==> src/hw/ddr_init_pkg.sv <==
// Constants, types and register map for the DRAM power-up and mode-set block.
// Assumes one 40 MHz system clock; the pins and the command clock arrive asynchronously.
package ddr_init_pkg;
  localparam int CLK_MHZ = 40;
  localparam int INIT_TIME_US = 500;
  localparam int INIT_CYCLES = INIT_TIME_US * CLK_MHZ;
  localparam logic [9:0] DLL_LOCK_CLOCKS = 10'h200;
  localparam logic [9:0] CAL_INIT_CLOCKS = 10'h200;

  localparam int ADDR_W = 5;
  localparam logic [4:0] CTRL_OFFSET = 5'h00;
  localparam logic [4:0] STATUS_OFFSET = 5'h04;
  localparam logic [4:0] BURST_OFFSET = 5'h08;
  localparam logic [4:0] MODE_BASE = 5'h10;
  localparam int CTRL_TERM_OFF_BIT = 0;
  localparam logic [1:0] RESP_OKAY = 2'h0;
  localparam logic [1:0] RESP_SLVERR = 2'h2;

  localparam int BURST_TYPE_BIT = 3;
  localparam int DLL_RESET_BIT = 8;
  localparam int DLL_DISABLE_BIT = 0;
  localparam int CHOP_SELECT_BIT = 12;
  localparam int CAL_LONG_BIT = 10;
  localparam logic [1:0] BL_FIXED_EIGHT = 2'h0;
  localparam logic [1:0] BL_ON_THE_FLY = 2'h1;
  localparam logic [1:0] BL_FIXED_FOUR = 2'h2;

  typedef enum {ST_RESET, ST_INTERNAL_INIT, ST_WAIT_CKE, ST_CONFIG, ST_READY} init_state_t;
  typedef enum {CMD_NONE, CMD_MODE_WRITE, CMD_CAL, CMD_READ, CMD_WRITE} cmd_t;

  typedef struct packed {
    logic resetN;
    logic cmdClk;
    logic cke;
    logic csN;
    logic rasN;
    logic casN;
    logic weN;
    logic termination_control_input;
    logic [2:0] bankSelect;
    logic [12:0] addr;
  } pins_t;

  typedef struct packed {
    logic [1:0] burstLength;
    logic interleaved;
    logic lastChop;
    logic dllResetSeen;
    logic dllEnabled;
    logic calStarted;
    logic ready;
    logic [3:0] written;
    logic ckeEarly;
    logic ckeSeen;
    logic [2:0] state;
  } status_t;
endpackage : ddr_init_pkg

==> src/hw/ddr_init_seq.sv <==
// Device-side reset, initialization and mode-register write logic with AXI4-Lite access.
// Assumes pins and command clock are asynchronous; the command clock is sampled, not used.
//
// The AXI4-Lite slave port and the placing of the registers are this design's own decisions.
`timescale 1ns/100ps
module ddr_init_seq #(
  parameter int INIT_CYCLES = ddr_init_pkg::INIT_CYCLES
) (
  input wire logic clk,
  input wire logic resetn,
  input wire ddr_init_pkg::pins_t pins,
  output logic termOn,
  output logic devReady,
  output logic burstInterleaved,
  output logic burstChop,
  input wire logic [ddr_init_pkg::ADDR_W-1:0] awaddr,
  input wire logic awvalid,
  output logic awready,
  input wire logic [31:0] wdata,
  input wire logic [3:0] wstrb,
  input wire logic wvalid,
  output logic wready,
  output logic [1:0] bresp,
  output logic bvalid,
  input wire logic bready,
  input wire logic [ddr_init_pkg::ADDR_W-1:0] araddr,
  input wire logic arvalid,
  output logic arready,
  output logic [31:0] rdata,
  output logic [1:0] rresp,
  output logic rvalid,
  input wire logic rready
);
  typedef struct packed {
    ddr_init_pkg::pins_t s1;
    ddr_init_pkg::pins_t s2;
    logic clkPrev;
    ddr_init_pkg::init_state_t st;
    logic [15:0] initCnt;
    logic ckeSeen;
    logic ckeEarly;
    logic [3:0] written;
    logic interleaved;
    logic [1:0] burstLength;
    logic chop;
    logic dllEnabled;
    logic dllResetSeen;
    logic calStarted;
    logic [9:0] lockCnt;
    logic [9:0] calCnt;
    logic termOn;
    logic termOff;
    logic mwEn;
    logic [1:0] mwAddr;
    logic [12:0] mwData;
    logic awHeld;
    logic [4:0] awAddr;
    logic wHeld;
    logic [31:0] wData;
    logic [3:0] wStrb;
    logic awready;
    logic wready;
    logic bvalid;
    logic [1:0] bresp;
    logic arready;
    logic [1:0] rdPhase;
    logic [4:0] arAddr;
    logic rvalid;
    logic [31:0] rdata;
    logic [1:0] rresp;
    logic ready;
  } state_t;

  state_t q;
  state_t d;
  logic [12:0] memRd;
  ddr_init_pkg::status_t status;

  mode_reg_store store (
    .clk(clk),
    .wrEn(q.mwEn),
    .wrAddr(q.mwAddr),
    .wrData(q.mwData),
    .rdAddr(q.arAddr[3:2]),
    .rdData(memRd)
  );

  function automatic ddr_init_pkg::cmd_t decodeCmd(input ddr_init_pkg::pins_t p);
    ddr_init_pkg::cmd_t c;
    c = ddr_init_pkg::CMD_NONE;
    if (!p.csN) begin
      case ({p.rasN, p.casN, p.weN})
        3'h0: c = ddr_init_pkg::CMD_MODE_WRITE;
        3'h6: c = p.addr[ddr_init_pkg::CAL_LONG_BIT] ? ddr_init_pkg::CMD_CAL
                                                    : ddr_init_pkg::CMD_NONE;
        3'h5: c = ddr_init_pkg::CMD_READ;
        3'h4: c = ddr_init_pkg::CMD_WRITE;
        default: c = ddr_init_pkg::CMD_NONE;
      endcase
    end
    return c;
  endfunction : decodeCmd

  function automatic logic isModeAddr(input logic [4:0] a);
    return a[4:2] >= ddr_init_pkg::MODE_BASE[4:2];
  endfunction : isModeAddr

  always_comb begin
    ddr_init_pkg::cmd_t cmd;
    logic linkEdge;
    cmd = decodeCmd(q.s2);
    linkEdge = q.s2.cmdClk && !q.clkPrev;
    d = q;
    d.s1 = pins;
    d.s2 = q.s1;
    d.clkPrev = q.s2.cmdClk;
    d.mwEn = 1'b0;

    status = '0;
    status.burstLength = q.burstLength;
    status.interleaved = q.interleaved;
    status.lastChop = q.chop;
    status.dllResetSeen = q.dllResetSeen;
    status.dllEnabled = q.dllEnabled;
    status.calStarted = q.calStarted;
    status.ready = (q.st == ddr_init_pkg::ST_READY);
    status.written = q.written;
    status.ckeEarly = q.ckeEarly;
    status.ckeSeen = q.ckeSeen;
    status.state = 3'(q.st);

    case (q.st)
      ddr_init_pkg::ST_RESET: begin
        d.initCnt = '0;
        if (q.s2.resetN) begin
          d.st = ddr_init_pkg::ST_INTERNAL_INIT;
        end
      end
      ddr_init_pkg::ST_INTERNAL_INIT: begin
        // Internal init counts the system clock since the command clock may be stopped
        if (q.initCnt == 16'(INIT_CYCLES - 1)) begin
          d.st = ddr_init_pkg::ST_WAIT_CKE;
        end else begin
          d.initCnt = q.initCnt + 16'h1;
        end
        if (linkEdge && q.s2.cke) begin
          d.ckeEarly = 1'b1;
        end
      end
      ddr_init_pkg::ST_WAIT_CKE: begin
        if (linkEdge && q.s2.cke) begin
          d.ckeSeen = 1'b1;
          d.st = ddr_init_pkg::ST_CONFIG;
        end
      end
      ddr_init_pkg::ST_CONFIG, ddr_init_pkg::ST_READY: begin
        if (q.written == 4'hf && q.calStarted && q.lockCnt == '0 && q.calCnt == '0) begin
          d.st = ddr_init_pkg::ST_READY;
        end
      end
      default: d.st = ddr_init_pkg::ST_RESET;
    endcase

    if ((q.st == ddr_init_pkg::ST_CONFIG || q.st == ddr_init_pkg::ST_READY) && linkEdge) begin
      if (q.lockCnt != '0) begin
        d.lockCnt = q.lockCnt - 10'h1;
      end
      if (q.calCnt != '0) begin
        d.calCnt = q.calCnt - 10'h1;
      end
      if (q.s2.cke) begin
        case (cmd)
          ddr_init_pkg::CMD_MODE_WRITE: begin
            // Bank bit 2 high is no mode write; the whole word is replaced
            if (!q.s2.bankSelect[2]) begin
              d.mwEn = 1'b1;
              d.mwAddr = q.s2.bankSelect[1:0];
              d.mwData = q.s2.addr;
              d.written[q.s2.bankSelect[1:0]] = 1'b1;
              // Features take effect at once, well inside the update delay
              d.mwData = q.s2.addr;
              if (q.s2.bankSelect[1:0] == 2'h0) begin
                d.interleaved = q.s2.addr[ddr_init_pkg::BURST_TYPE_BIT];
                d.burstLength = q.s2.addr[1:0];
                if (q.s2.addr[ddr_init_pkg::DLL_RESET_BIT]) begin
                  d.dllResetSeen = 1'b1;
                  d.lockCnt = ddr_init_pkg::DLL_LOCK_CLOCKS;
                end
              end
              if (q.s2.bankSelect[1:0] == 2'h1) begin
                d.dllEnabled = !q.s2.addr[ddr_init_pkg::DLL_DISABLE_BIT];
              end
            end
          end
          ddr_init_pkg::CMD_CAL: begin
            d.calStarted = 1'b1;
            d.calCnt = ddr_init_pkg::CAL_INIT_CLOCKS;
          end
          ddr_init_pkg::CMD_READ, ddr_init_pkg::CMD_WRITE: begin
            case (q.burstLength)
              ddr_init_pkg::BL_FIXED_FOUR: d.chop = 1'b1;
              ddr_init_pkg::BL_ON_THE_FLY:
                d.chop = !q.s2.addr[ddr_init_pkg::CHOP_SELECT_BIT];
              default: d.chop = 1'b0;
            endcase
          end
          default: d.chop = q.chop;
        endcase
      end
    end

    // Termination stays high impedance until clock enable has been registered high
    d.termOn = q.ckeSeen && q.s2.termination_control_input && !q.termOff;

    // Warm reset wipes progress; it overrides the state, counters and store write decoded this cycle, not burst, chop or DLL settings
    if (!q.s2.resetN) begin
      d.st = ddr_init_pkg::ST_RESET;
      d.ckeSeen = 1'b0;
      d.ckeEarly = 1'b0;
      d.written = '0;
      d.calStarted = 1'b0;
      d.dllResetSeen = 1'b0;
      d.lockCnt = '0;
      d.calCnt = '0;
      d.termOn = 1'b0;
      d.mwEn = 1'b0;
    end
    d.ready = (d.st == ddr_init_pkg::ST_READY);

    if (awvalid && q.awready) begin
      d.awHeld = 1'b1;
      d.awAddr = awaddr;
    end
    if (wvalid && q.wready) begin
      d.wHeld = 1'b1;
      d.wData = wdata;
      d.wStrb = wstrb;
    end
    if (q.bvalid && bready) begin
      d.bvalid = 1'b0;
    end
    if (q.awHeld && q.wHeld && !q.bvalid) begin
      d.awHeld = 1'b0;
      d.wHeld = 1'b0;
      d.bvalid = 1'b1;
      d.bresp = ddr_init_pkg::RESP_OKAY;
      if (q.awAddr[4:2] == ddr_init_pkg::CTRL_OFFSET[4:2]) begin
        if (q.wStrb[0]) begin
          d.termOff = q.wData[ddr_init_pkg::CTRL_TERM_OFF_BIT];
        end
      end else if (q.awAddr[4:2] != ddr_init_pkg::STATUS_OFFSET[4:2]
                   && q.awAddr[4:2] != ddr_init_pkg::BURST_OFFSET[4:2]
                   && !isModeAddr(q.awAddr)) begin
        d.bresp = ddr_init_pkg::RESP_SLVERR;
      end
    end
    d.awready = !d.awHeld && !d.bvalid;
    d.wready = !d.wHeld && !d.bvalid;

    case (q.rdPhase)
      2'h0: begin
        if (arvalid && q.arready) begin
          d.arAddr = araddr;
          d.arready = 1'b0;
          d.rdPhase = 2'h1;
        end
      end
      2'h1: d.rdPhase = 2'h2;
      2'h2: begin
        // Store output is registered, so the answer waits one extra cycle
        d.rvalid = 1'b1;
        d.rresp = ddr_init_pkg::RESP_OKAY;
        d.rdata = '0;
        d.rdPhase = 2'h3;
        if (q.arAddr[4:2] == ddr_init_pkg::CTRL_OFFSET[4:2]) begin
          d.rdata[ddr_init_pkg::CTRL_TERM_OFF_BIT] = q.termOff;
        end else if (q.arAddr[4:2] == ddr_init_pkg::STATUS_OFFSET[4:2]) begin
          d.rdata = 32'(status);
        end else if (q.arAddr[4:2] == ddr_init_pkg::BURST_OFFSET[4:2]) begin
          d.rdata = {30'h0, q.interleaved, q.chop};
        end else if (isModeAddr(q.arAddr)) begin
          d.rdata = q.written[q.arAddr[3:2]] ? {19'h0, memRd} : 32'h0;
        end else begin
          d.rresp = ddr_init_pkg::RESP_SLVERR;
        end
      end
      default: begin
        if (rready) begin
          d.rvalid = 1'b0;
          d.arready = 1'b1;
          d.rdPhase = 2'h0;
        end
      end
    endcase
  end

  always_ff @(posedge clk or negedge resetn) begin
    if (!resetn) begin
      q <= '0;
      q.st <= ddr_init_pkg::ST_RESET;
      q.awready <= 1'b1;
      q.wready <= 1'b1;
      q.arready <= 1'b1;
    end else begin
      q <= d;
    end
  end

  assign termOn = q.termOn;
  assign devReady = q.ready;
  assign burstInterleaved = q.interleaved;
  assign burstChop = q.chop;
  assign awready = q.awready;
  assign wready = q.wready;
  assign bvalid = q.bvalid;
  assign bresp = q.bresp;
  assign arready = q.arready;
  assign rvalid = q.rvalid;
  assign rdata = q.rdata;
  assign rresp = q.rresp;
endmodule : ddr_init_seq

==> src/hw/mode_reg_store.sv <==
// Four-word store holding the mode register images.
// Assumes writer and reader share clk; read data appear one cycle after rdAddr.
`timescale 1ns/100ps
module mode_reg_store (
  input wire logic clk,
  input wire logic wrEn,
  input wire logic [1:0] wrAddr,
  input wire logic [12:0] wrData,
  input wire logic [1:0] rdAddr,
  output logic [12:0] rdData
);
  logic [12:0] mem [4];

  // No reset: contents stay undefined until written, as in the device
  always_ff @(posedge clk) begin
    if (wrEn) begin
      mem[wrAddr] <= wrData;
    end
    rdData <= mem[rdAddr];
  end
endmodule : mode_reg_store

==> config.mk <==
export PLATFORM = sky130hd
export DESIGN_NAME = ddr_init_seq
export DESIGN_NICKNAME = d
export VERILOG_FILES = /design/src/hw/ddr_init_pkg.sv /design/src/hw/ddr_init_seq.sv /design/src/hw/mode_reg_store.sv
export SDC_FILE = /design/constraint.sdc
export NUM_CORES = 1
export LEC_CHECK = 0
export ABC_CLOCK_PERIOD_IN_PS = 2100
export BUFFER_PORTS_ARGS = -buffer_cell sky130_fd_sc_hd__buf_2
export CAP_MARGIN = 10
export CORE_MARGIN = 2
export CORE_UTILIZATION = 45
export CTS_BUF_LIST = sky130_fd_sc_hd__clkbuf_16
export DETAILED_ROUTE_END_ITERATION = 7
export PLACE_DENSITY = 0.69
export SLEW_MARGIN = 20
export SYNTH_ARGS = -nofsm -noshare
export SYNTH_HDL_FRONTEND = slang
export SYNTH_SLANG_ARGS = --single-unit
==> constraint.sdc <==
create_clock -name clk -period 2.1 [get_ports clk]
set_clock_uncertainty 0.1 [all_clocks]
set_input_delay 0.42 -clock clk [delete_from_list [all_inputs] [get_ports clk]]
set_output_delay 0.42 -clock clk [all_outputs]
set_load 0.01 [all_outputs]
==> impl_metrics.env, run 1 <==
export IMPL_power_internal_mw=8.33
export IMPL_avgViaCountPerCell=5.22
export IMPL_start_kind="flip-flop"
export IMPL_wl_per_cell_um=16.2
export IMPL_io_pins=122
export IMPL_cts_buffers=27
export IMPL_diodes=0
export IMPL_hold_class="in -> reg"
export IMPL_io_buffers=66
export IMPL_drive_gt1_frac=0.287
export IMPL_cts_root_buffer="clkbuf_16"
export IMPL_synth_edff_count=52
export IMPL_finalNonFillerCells=1241
export IMPL_p_sw_mw=2.87
export IMPL_criticalPathCategory="reg -> reg"
export IMPL_groute_usage_overall=0.179
export IMPL_setup_ws_ns=-0.162
export IMPL_syn_area_mm2=0.00979
export IMPL_clock_power_share=0.392
export IMPL_setup_violations=38
export IMPL_gr_usage_met3=0.0338
export IMPL_endpoint_kind="flip-flop"
export IMPL_synth_cell_type_count=63
export IMPL_final_nets=1032
export IMPL_ctsHtreeMaxLevel=1
export IMPL_drv_cap=0
export IMPL_grt_max_degree=54
export IMPL_grt_first_pass_wirelength_um=32200
export IMPL_seqPwrFrac=0.488
export IMPL_dieArea_mm2=0.0230
export IMPL_gp_congestion=0.863
export IMPL_antenna_found_initial=0
export IMPL_critPathMaxFanout=6
export IMPL_dr_pass1_iters=4
export IMPL_cts_buffer_depth=3
export IMPL_route_antenna_remaining_nets=0
export IMPL_r2r_cells=7
export IMPL_async_flop_share=0.740
export IMPL_cts_sinks=250
export IMPL_drt_iter0_markers=298
export IMPL_combPwrFrac=0.121
export IMPL_grt_ovfl_total=0
export IMPL_die_x_um=152
export IMPL_grt_util_met2=0.292
export IMPL_totalWireLength_um=20100
export IMPL_crit_arrival_ns=2.62
export IMPL_final_area_mm2=0.0124
export IMPL_violations="negative setup slack"
export IMPL_fp_coreArea_mm2=0.0212
export IMPL_r2r_slack_ns=-0.16
export IMPL_synthFlopType="dfrtp_1"
export IMPL_slew_viol_final=0
export IMPL_status="finished, violations left"
export IMPL_synth_cells=751
export IMPL_synth_warnings=0
export IMPL_via_count=6475
export IMPL_synth_top_area_share=0.465
export IMPL_synth_seq_area_share=0.659
export IMPL_syn_area_per_cell_um2=13.0
export IMPL_rsz0062_at_grt="yes"
export IMPL_synth_top_cell_by_area="dfrtp_1"
export IMPL_yosys_top_cells_area="dfrtp_1 47%, edfxtp_1 16%, mux4_2 3.2%, mux2_2 2.9%, buf_4 2.8%"
export IMPL_use_met1=0.244
export IMPL_fp_row_count=53
export IMPL_relSlewSlack=0.636
export IMPL_swShare=0.256
export IMPL_holdPathStages=2
export IMPL_synth_most_common_cell="dfrtp_1"
export IMPL_placed_cell_area_mm2=0.0110
export IMPL_num_fill_cells=1692
export IMPL_finalCritPeriodShare=1.08
export IMPL_hold_viol_final=0
export IMPL_dp_cells=1154
export IMPL_worstSkewPairLatency_ns=0.52
export IMPL_grt_busiest_layer="met2"
export IMPL_critical_path_required_ns=2.45
export IMPL_vdd_ir_drop_worst_mv=0.597
export IMPL_powerDensity_mw_per_mm2=906
export IMPL_die_height_um=152
export IMPL_ys_top_cells_by_count="182 x dfrtp_1, 52 x edfxtp_1, 46 x nand2_1, 37 x inv_1, 36 x buf_4"
export IMPL_tns_ns=-3.73
export IMPL_grt_pass1_vias=6355
export IMPL_ys_seq_elements=250
export IMPL_area_growth_pct=26.3
export IMPL_fin_util=0.583
export IMPL_leakage_nw=5.35
export IMPL_cts_tree="done"
export IMPL_drc_errors=0
export IMPL_hold_ws_ns=0.0295
export IMPL_tightest_slew_ns=0.544
export IMPL_period_needed_ns=2.26
export IMPL_max_freq_mhz=442
export IMPL_initial_utilization=0.461
export IMPL_clkTransAtPathRegs_ns=0.06
export IMPL_hpwl_um=13300
final cells by class:
class,count,area [um^2],area share
clock buffers,29,726,0.0587
repair buffers,183,1380,0.111
clock inverters,20,113,0.00911
well taps,275,344,0.0278
multi-input cells,447,3210,0.260
inverters,37,139,0.0112
flip-flops and latches,250,6450,0.522
cell usage in the layout (no fill, tap or decap), drive strengths merged, types with 7 or more instances in the layout:
master       instances
a21o                 8
clkinv              10
nand2b               7
a21oi               25
buf                154
nor4                20
conb                46
o22ai               12
nor2b                7
and3                 9
o21ai               28
a31oi               10
ha                   9
nor2                32
dlygate4sd3         28
dfxtp               13
inv                 45
mux4                14
nor3                18
o31ai               10
nand3               22
nor3b                7
dfrtp              182
edfxtp              52
nand2               46
or4                 13
clkbuf              30
mux2                25
nand4               10
a22oi               10
metal layers:
layer / wire (um) / share of wire / up-vias
li1: - / - / 3064
met1: 8790 / 0.44 / 3225
met2: 9730 / 0.49 / 150
met3: 1010 / 0.050 / 36
met4: 513 / 0.026 / 0
met5: 0 / 0 / -
power by group through the flow:
stage	logic (mW)	clock network [mW]	registers [mW]
after floorplan	0.899	0	5.49
after global placement	1.29	0	5.53
after detailed placement	1.32	0	5.55
after CTS	1.36	4.51	5.46
after global routing	1.51	4.72	5.51
final	1.35	4.39	5.47
worst paths after layout:
check | from | end
max | q[177]$_DFF_PN0_ | q[121]$_DFFE_PN0N_
max reg2reg | q[177]$_DFF_PN0_ | q[121]$_DFFE_PN0N_
max in group asynchronous | resetn | q[194]$_DFF_PN0_
min | awaddr[3] | q[89]$_DFFE_PN0P_
min in group asynchronous | resetn | q[42]$_DFFE_PN0P_
min reg2reg | d[213]$_DFF_PN0_ | q[213]$_DFF_PN0_
logic make-up after synthesis:
| kind of cell | after synthesis | share of synthesized area |
|---|---|---|
| and+or+nand+nor | 216 | 0.122 |
| DFF | 250 | 0.659 |
| adders and majority gates | 9 | 0.0115 |
| other | 1 | 0.000383 |
| xor gates and xnor gates | 2 | 0.00179 |
| muxes | 42 | 0.0640 |
| AOI/OAI and AO/OA | 132 | 0.0882 |
| buffers and inverters | 99 | 0.0529 |
registers in the layout, summed over array words and instances (netlist names):
name,flops
bvalid,1
awready,1
store.mem,52
rvalid,1
devReady,1
termOn,1
burstChop,1
store.rdData,13
wready,1
d,25
q,132
burstInterleaved,1
bresp,1
rresp,1
rdata,17
arready,1
repair_timing:
action | in CTS | in global routing
pin swaps | 6 | 7
gates cloned | 1 | 0
setup buffers | 6 | 3
gates resized for setup | 30 | 19
endpoints found under the hold margin | 68 | 0
setup endpoints to repair | 48 | 60
hold buffers | 28 | 0
critical path, cell delays in order, from the launching register on:
cell and delay (ns):
dfrtp_1 0.40, nor4_4 0.32, nand4_1 0.18, buf_4 0.17, or4_4 0.53, buf_6 0.16, or2b_1 0.22, o2bb2ai_1 0.11
through the flow:
stage / setup WS (ns) / total power, mW
after global routing: -0.292 / 11.7
after floorplan: -0.0974 / 6.39
final: -0.162 / 11.2
after CTS: -0.150 / 11.3
after global placement: -0.185 / 6.82
after detailed placement: -0.221 / 6.86
No activity file was read; power rests on OpenSTA's default activity.
==> inputs of run 2 (changes only) <==
SETUP_SLACK_MARGIN = 0.2   (was not set)
==> run 2 against run 1 <==
The flow still finishes with violations (negative setup slack); combinational power about the same; register-to-register slack worse by 0.04 ns; final cell count up 2.6%; wire length up 12%; utilization up 3.9 points; critical path type unchanged; highest routed layer unchanged.
==> impl_metrics.env, run 2 (synthesized netlist as in run 1, its figures left out) <==
export IMPL_finalCritPeriodShare=1.09
export IMPL_antenna_found_initial=0
export IMPL_fp_row_count=53
export IMPL_worstSkewPairLatency_ns=0.51
export IMPL_fp_coreArea_mm2=0.0212
export IMPL_grt_max_degree=53
export IMPL_finalNonFillerCells=1273
export IMPL_top_register="q"
export IMPL_grt_first_pass_wirelength_um=34800
export IMPL_avgViaCountPerCell=5.31
export IMPL_start_kind="flip-flop"
export IMPL_r2r_cells=5
export IMPL_leakage_nw=5.64
export IMPL_tns_ns=-3.83
export IMPL_totalWireLength_um=22500
export IMPL_period_needed_ns=2.30
export IMPL_hold_viol_final=0
export IMPL_dieArea_mm2=0.0230
export IMPL_swShare=0.257
export IMPL_cts_tree="done"
export IMPL_status="finished, violations left"
export IMPL_grt_ovfl_total=0
export IMPL_criticalPathCategory="reg -> reg"
export IMPL_clock_power_share=0.388
export IMPL_rsz0062_at_grt="yes"
export IMPL_critical_path_required_ns=2.40
export IMPL_drt_iter0_markers=477
export IMPL_seqPwrFrac=0.489
export IMPL_drv_cap=0
export IMPL_area_growth_pct=34.7
export IMPL_endpoint_kind="flip-flop"
export IMPL_grt_pass1_vias=6756
export IMPL_p_sw_mw=2.87
export IMPL_dp_cells=1167
export IMPL_max_freq_mhz=435
export IMPL_slew_viol_final=0
export IMPL_critPathMaxFanout=4
export IMPL_dr_pass1_iters=6
export IMPL_powerDensity_mw_per_mm2=846
export IMPL_r2r_slack_ns=-0.20
export IMPL_combPwrFrac=0.123
export IMPL_die_height_um=152
export IMPL_initial_utilization=0.461
export IMPL_final_cell_mix="182 x dfrtp_1, 81 x buf_4, 65 x buf_2"
export IMPL_cts_buffer_depth=3
export IMPL_wl_per_cell_um=17.7
export IMPL_vdd_ir_drop_worst_mv=0.662
export IMPL_io_pins=122
export IMPL_via_count=6756
export IMPL_final_common_cell="dfrtp_1"
export IMPL_holdPathStages=3
export IMPL_cts_buffers=25
export IMPL_drive_gt1_frac=0.370
export IMPL_cts_sinks=250
export IMPL_ctsHtreeMaxLevel=1
export IMPL_final_nets=1065
export IMPL_die_x_um=152
export IMPL_drc_errors=0
export IMPL_setup_ws_ns=-0.198
export IMPL_violations="negative setup slack"
export IMPL_cts_root_buffer="clkbuf_16"
export IMPL_gp_congestion=0.857
export IMPL_route_antenna_remaining_nets=0
export IMPL_largest_reg_flops=132
export IMPL_io_buffers=66
export IMPL_num_fill_cells=1596
export IMPL_crit_arrival_ns=2.60
export IMPL_hold_class="in -> reg"
export IMPL_clkTransAtPathRegs_ns=0.07
export IMPL_setup_violations=41
export IMPL_hpwl_um=13400
export IMPL_p_total_mw=11.2
export IMPL_power_internal_mw=8.29
export IMPL_groute_usage_overall=0.193
-- run 2: changes by cell type in the layout (fill, tap and decap cells not counted), moves of 5 or more --
cell,change
buf_6,+27
a21oi_2,+8
o21ai_2,+8
o21ai_0,-11
or4_4,+5
mux2_2,-11
or4_1,-5
mux2_4,+11
a21oi_1,-8
nor3_1,-7
-- run 2: critical path, cell delays in order, from the launching register on --
cell     delay (ns)
dfrtp_1        0.39
or4_4          0.55
or4_4          0.53
nor4_4         0.31
nand3_1        0.13
and4_1         0.18
-- run 2: metal layers --
| layer | routed length (um) | vias up | track usage |
|---|---|---|---|
| li1 | - | 3141 | - |
| met1 | 9670 | 3410 | 0.260 |
| met2 | 11300 | 164 | 0.329 |
| met3 | 940 | 41 | 0.0293 |
| met4 | 533 | 0 | 0.0556 |
| met5 | 0 | - | 0 |
-- run 2: final timing paths --
check                                        start                  to
worst max-delay path            q[124]$_DFFE_PN0N_    q[160]$_DFF_PN0_
worst min-delay path                     araddr[2]   q[38]$_DFFE_PN0P_
worst max register to register  q[124]$_DFFE_PN0N_    q[160]$_DFF_PN0_
worst min register to register    d[195]$_DFF_PN0_    q[195]$_DFF_PN0_
max in group asynchronous                   resetn  q[119]$_DFFE_PN0N_
min in group asynchronous                   resetn  rvalid$_DFFE_PN0P_
-- run 2: power by group through the flow --
stage	Combinational [mW]	Sequential [mW]	Clock [mW]
2_1_floorplan	0.900	5.49	0
3_3_place_gp	1.28	5.53	0
3_5_place_dp	1.31	5.54	0
4_1_cts	1.36	5.45	4.41
5_1_grt	1.55	5.49	4.65
6_report	1.38	5.46	4.32
-- run 2: per-stage QoR --
| stage | area [um^2] | hold slack (ns) | worst slack (ns) | utilization |
|---|---|---|---|---|
| after global routing | 13200 | 0.0262 | -0.268 | 0.622 |
| final | 13200 | 0.0406 | -0.198 | 0.622 |
| after detailed placement | 11100 | 0.235 | -0.196 | 0.522 |
| after global placement | 11100 | 0.231 | -0.123 | 0.522 |
| after CTS | 12800 | 0.0274 | -0.160 | 0.605 |
| after floorplan | 10000 | 0.0244 | -0.0965 | - |
-- run 2: timing repair --
item                                    in CTS  in global routing
pin swaps                                   53                 30
hold buffers                                27                  0
setup buffers                               23                  7
resized for setup                          113                 62
endpoints found under the setup margin      66                 73
hold endpoints to repair                    69                  0
cloned                                       3                  0
-- run 2: cell type report --
cell class,count,area [um^2],share of cell area
timing repair buffer,218,1800,0.136
antenna,1,2.50,0.000190
clock buffer,27,676,0.0512
sequential,250,6450,0.489
multi-input combinational,447,3640,0.276
tap,275,344,0.0261
inverter,37,139,0.0105
clock inverter,18,134,0.0101
==> inputs of run 3 (changes only) <==
CORE_UTILIZATION = 30   (was 45)
PLACE_DENSITY = 0.5   (was 0.69)
==> run 3 against run 2 <==
Wire length is 1.8% lower; hold slack worse by 0.020 ns; the run still ends with negative setup slack left; register-to-register slack better by 0.07 ns.
==> impl_metrics.env, run 3 (synthesized netlist as in run 1, its figures left out) <==
export IMPL_status="finished, violations left"
export IMPL_violations="negative setup slack"
export IMPL_holdPathStages=3
export IMPL_final_common_cell="dfrtp_1"
export IMPL_grt_pass1_vias=6641
export IMPL_rsz0062_at_grt="yes"
export IMPL_powerDensity_mw_per_mm2=833
export IMPL_critPathMaxFanout=4
export IMPL_criticalPathCategory="reg -> reg"
export IMPL_crit_chain="inv_2, ha_4, or3b_4, or4_4, nor4_4, nand3_1, and4_1"
export IMPL_grt_ovfl_total=0
export IMPL_largest_reg_flops=132
export IMPL_cpMaxStageDelayCell="or4_4"
export IMPL_antenna_found_initial=0
export IMPL_cts_tree="done"
export IMPL_dr_pass1_iters=4
export IMPL_die_height_um=185
export IMPL_hpwl_um=14300
export IMPL_worst_path_largest_cell_delay_ns=0.52
export IMPL_cts_root_buffer="clkbuf_16"
export IMPL_diodes=0
export IMPL_gr_usage_met3=0.0217
export IMPL_endpoint_kind="flip-flop"
export IMPL_dieArea_mm2=0.0341
export IMPL_r2r_cells=7
export IMPL_groute_usage_overall=0.129
export IMPL_top_register="q"
export IMPL_crit_arrival_ns=2.55
export IMPL_fp_row_count=66
export IMPL_leakage_nw=5.73
export IMPL_dp_cells=1337
export IMPL_crit_cells=7
export IMPL_clkTransAtPathRegs_ns=0.06
export IMPL_io_buffers=66
export IMPL_hold_viol_final=0
export IMPL_via_count=6581
export IMPL_ctsHtreeMaxLevel=1
export IMPL_path_buf_inv=1
export IMPL_slew_viol_final=0
export IMPL_cts_buffer_depth=3
export IMPL_grt_max_degree=40
export IMPL_avgViaCountPerCell=4.54
export IMPL_drv_cap=0
export IMPL_start_kind="flip-flop"
export IMPL_placed_cell_area_mm2=0.0113
export IMPL_setup_ws_ns=-0.126
export IMPL_cts_buffers=27
export IMPL_area_growth_pct=36.6
export IMPL_use_met1=0.168
export IMPL_max_freq_mhz=449
export IMPL_final_nets=1071
export IMPL_io_pins=122
export IMPL_drc_errors=0
export IMPL_grt_util_met2=0.222
export IMPL_final_cell_mix="182 x dfrtp_1, 84 x buf_4, 65 x buf_2"
export IMPL_grt_busiest_layer="met2"
export IMPL_cts_sinks=250
export IMPL_finalCritPeriodShare=1.06
export IMPL_initial_utilization=0.302
export IMPL_critical_path_required_ns=2.42
export IMPL_totalWireLength_um=22100
export IMPL_period_needed_ns=2.23
export IMPL_finalNonFillerCells=1448
export IMPL_drt_iter0_markers=341
export IMPL_grt_first_pass_wirelength_um=34600
export IMPL_final_area_mm2=0.0134
export IMPL_drive_gt1_frac=0.360
export IMPL_fp_coreArea_mm2=0.0324
export IMPL_setup_violations=34
export IMPL_route_antenna_remaining_nets=0
export IMPL_gp_congestion=0.796
export IMPL_wl_per_cell_um=15.2
export IMPL_die_x_um=185
export IMPL_path_delay_family="simple AND/OR/NAND/NOR gates"
export IMPL_p_total_mw=11.1
export IMPL_vdd_ir_drop_worst_mv=0.522
export IMPL_worstSkewPairLatency_ns=0.53
export IMPL_hold_class="in -> reg"
-- run 3: changes by cell type in the layout (fill, tap and decap cells not counted), moves of 4 or more --
cell,previous run,this run
clkinv_1,4,8
mux2_2,9,19
o31ai_1,5,9
inv_1,37,45
mux2_4,16,6
o31ai_2,4,0
-- run 3: repair_timing --
action / 4_1_cts / 5_1_grt
endpoints found under the setup margin: 73 / 79
gates resized for setup: 100 / 72
buffers inserted: 16 / 13
endpoints found under the hold margin: 58 / 0
gates cloned: 4 / 1
hold buffers: 27 / 0
pin swaps: 50 / 32
-- run 3: worst register-to-register path: stages, from the launching register on --
cell and delay, ns:
dfrtp_1 0.39, inv_2 0.08, ha_4 0.13, or3b_4 0.37, or4_4 0.52, nor4_4 0.23
nand3_1 0.11, and4_1 0.18
-- run 3: path summary, 6_finish.rpt --
path,startpoint,slack (ns),end
setup / recovery,q[120]$_DFFE_PN0N_,-0.13,q[160]$_DFF_PN0_
hold / removal,araddr[3],0.02,q[39]$_DFFE_PN0P_
setup reg to reg,q[120]$_DFFE_PN0N_,-0.13,q[160]$_DFF_PN0_
hold reg to reg,d[203]$_DFF_PN0_,0.24,q[203]$_DFF_PN0_
max in group asynchronous,resetn,0.98,q[124]$_DFFE_PN0N_
min in group asynchronous,resetn,0.26,q[203]$_DFF_PN0_
-- run 3: final cells by class --
class	count	area, um^2
fillers	3093	19000
inverters	37	139
repair buffers	222	1840
flip-flops and latches	250	6450
clock buffers	27	676
well taps	442	553
multi-input cells	447	3580
clock inverters	23	124
-- run 3: through the flow --
step	TNS [ns]	hold slack, ns	utilization	setup slack, ns
after CTS	-1.39	0.00561	0.399	-0.102
after detailed placement	-4.84	0.235	0.349	-0.186
final	-1.60	0.0206	0.413	-0.126
after global placement	-5.01	0.232	0.349	-0.216
after global routing	-7.68	0.0165	0.413	-0.219
after floorplan	-0.134	0.0244	-	-0.0965
-- run 3: layer usage --
| layer | vias to the layer above | part of all wire |
|---|---|---|
| met2 | 106 | 0.51 |
| li1 | 3146 | - |
| met5 | - | 0 |
| met4 | 0 | 0.023 |
| met3 | 39 | 0.039 |
| met1 | 3290 | 0.43 |
-- run 3: power breakdown --
part / internal [mW] / total, mW / switching (mW)
Sequential: 5.24 / 5.45 / 0.210
Clock: 2.44 / 4.29 / 1.85
Combinational: 0.596 / 1.39 / 0.796
Total: 8.28 / 11.1 / 2.86
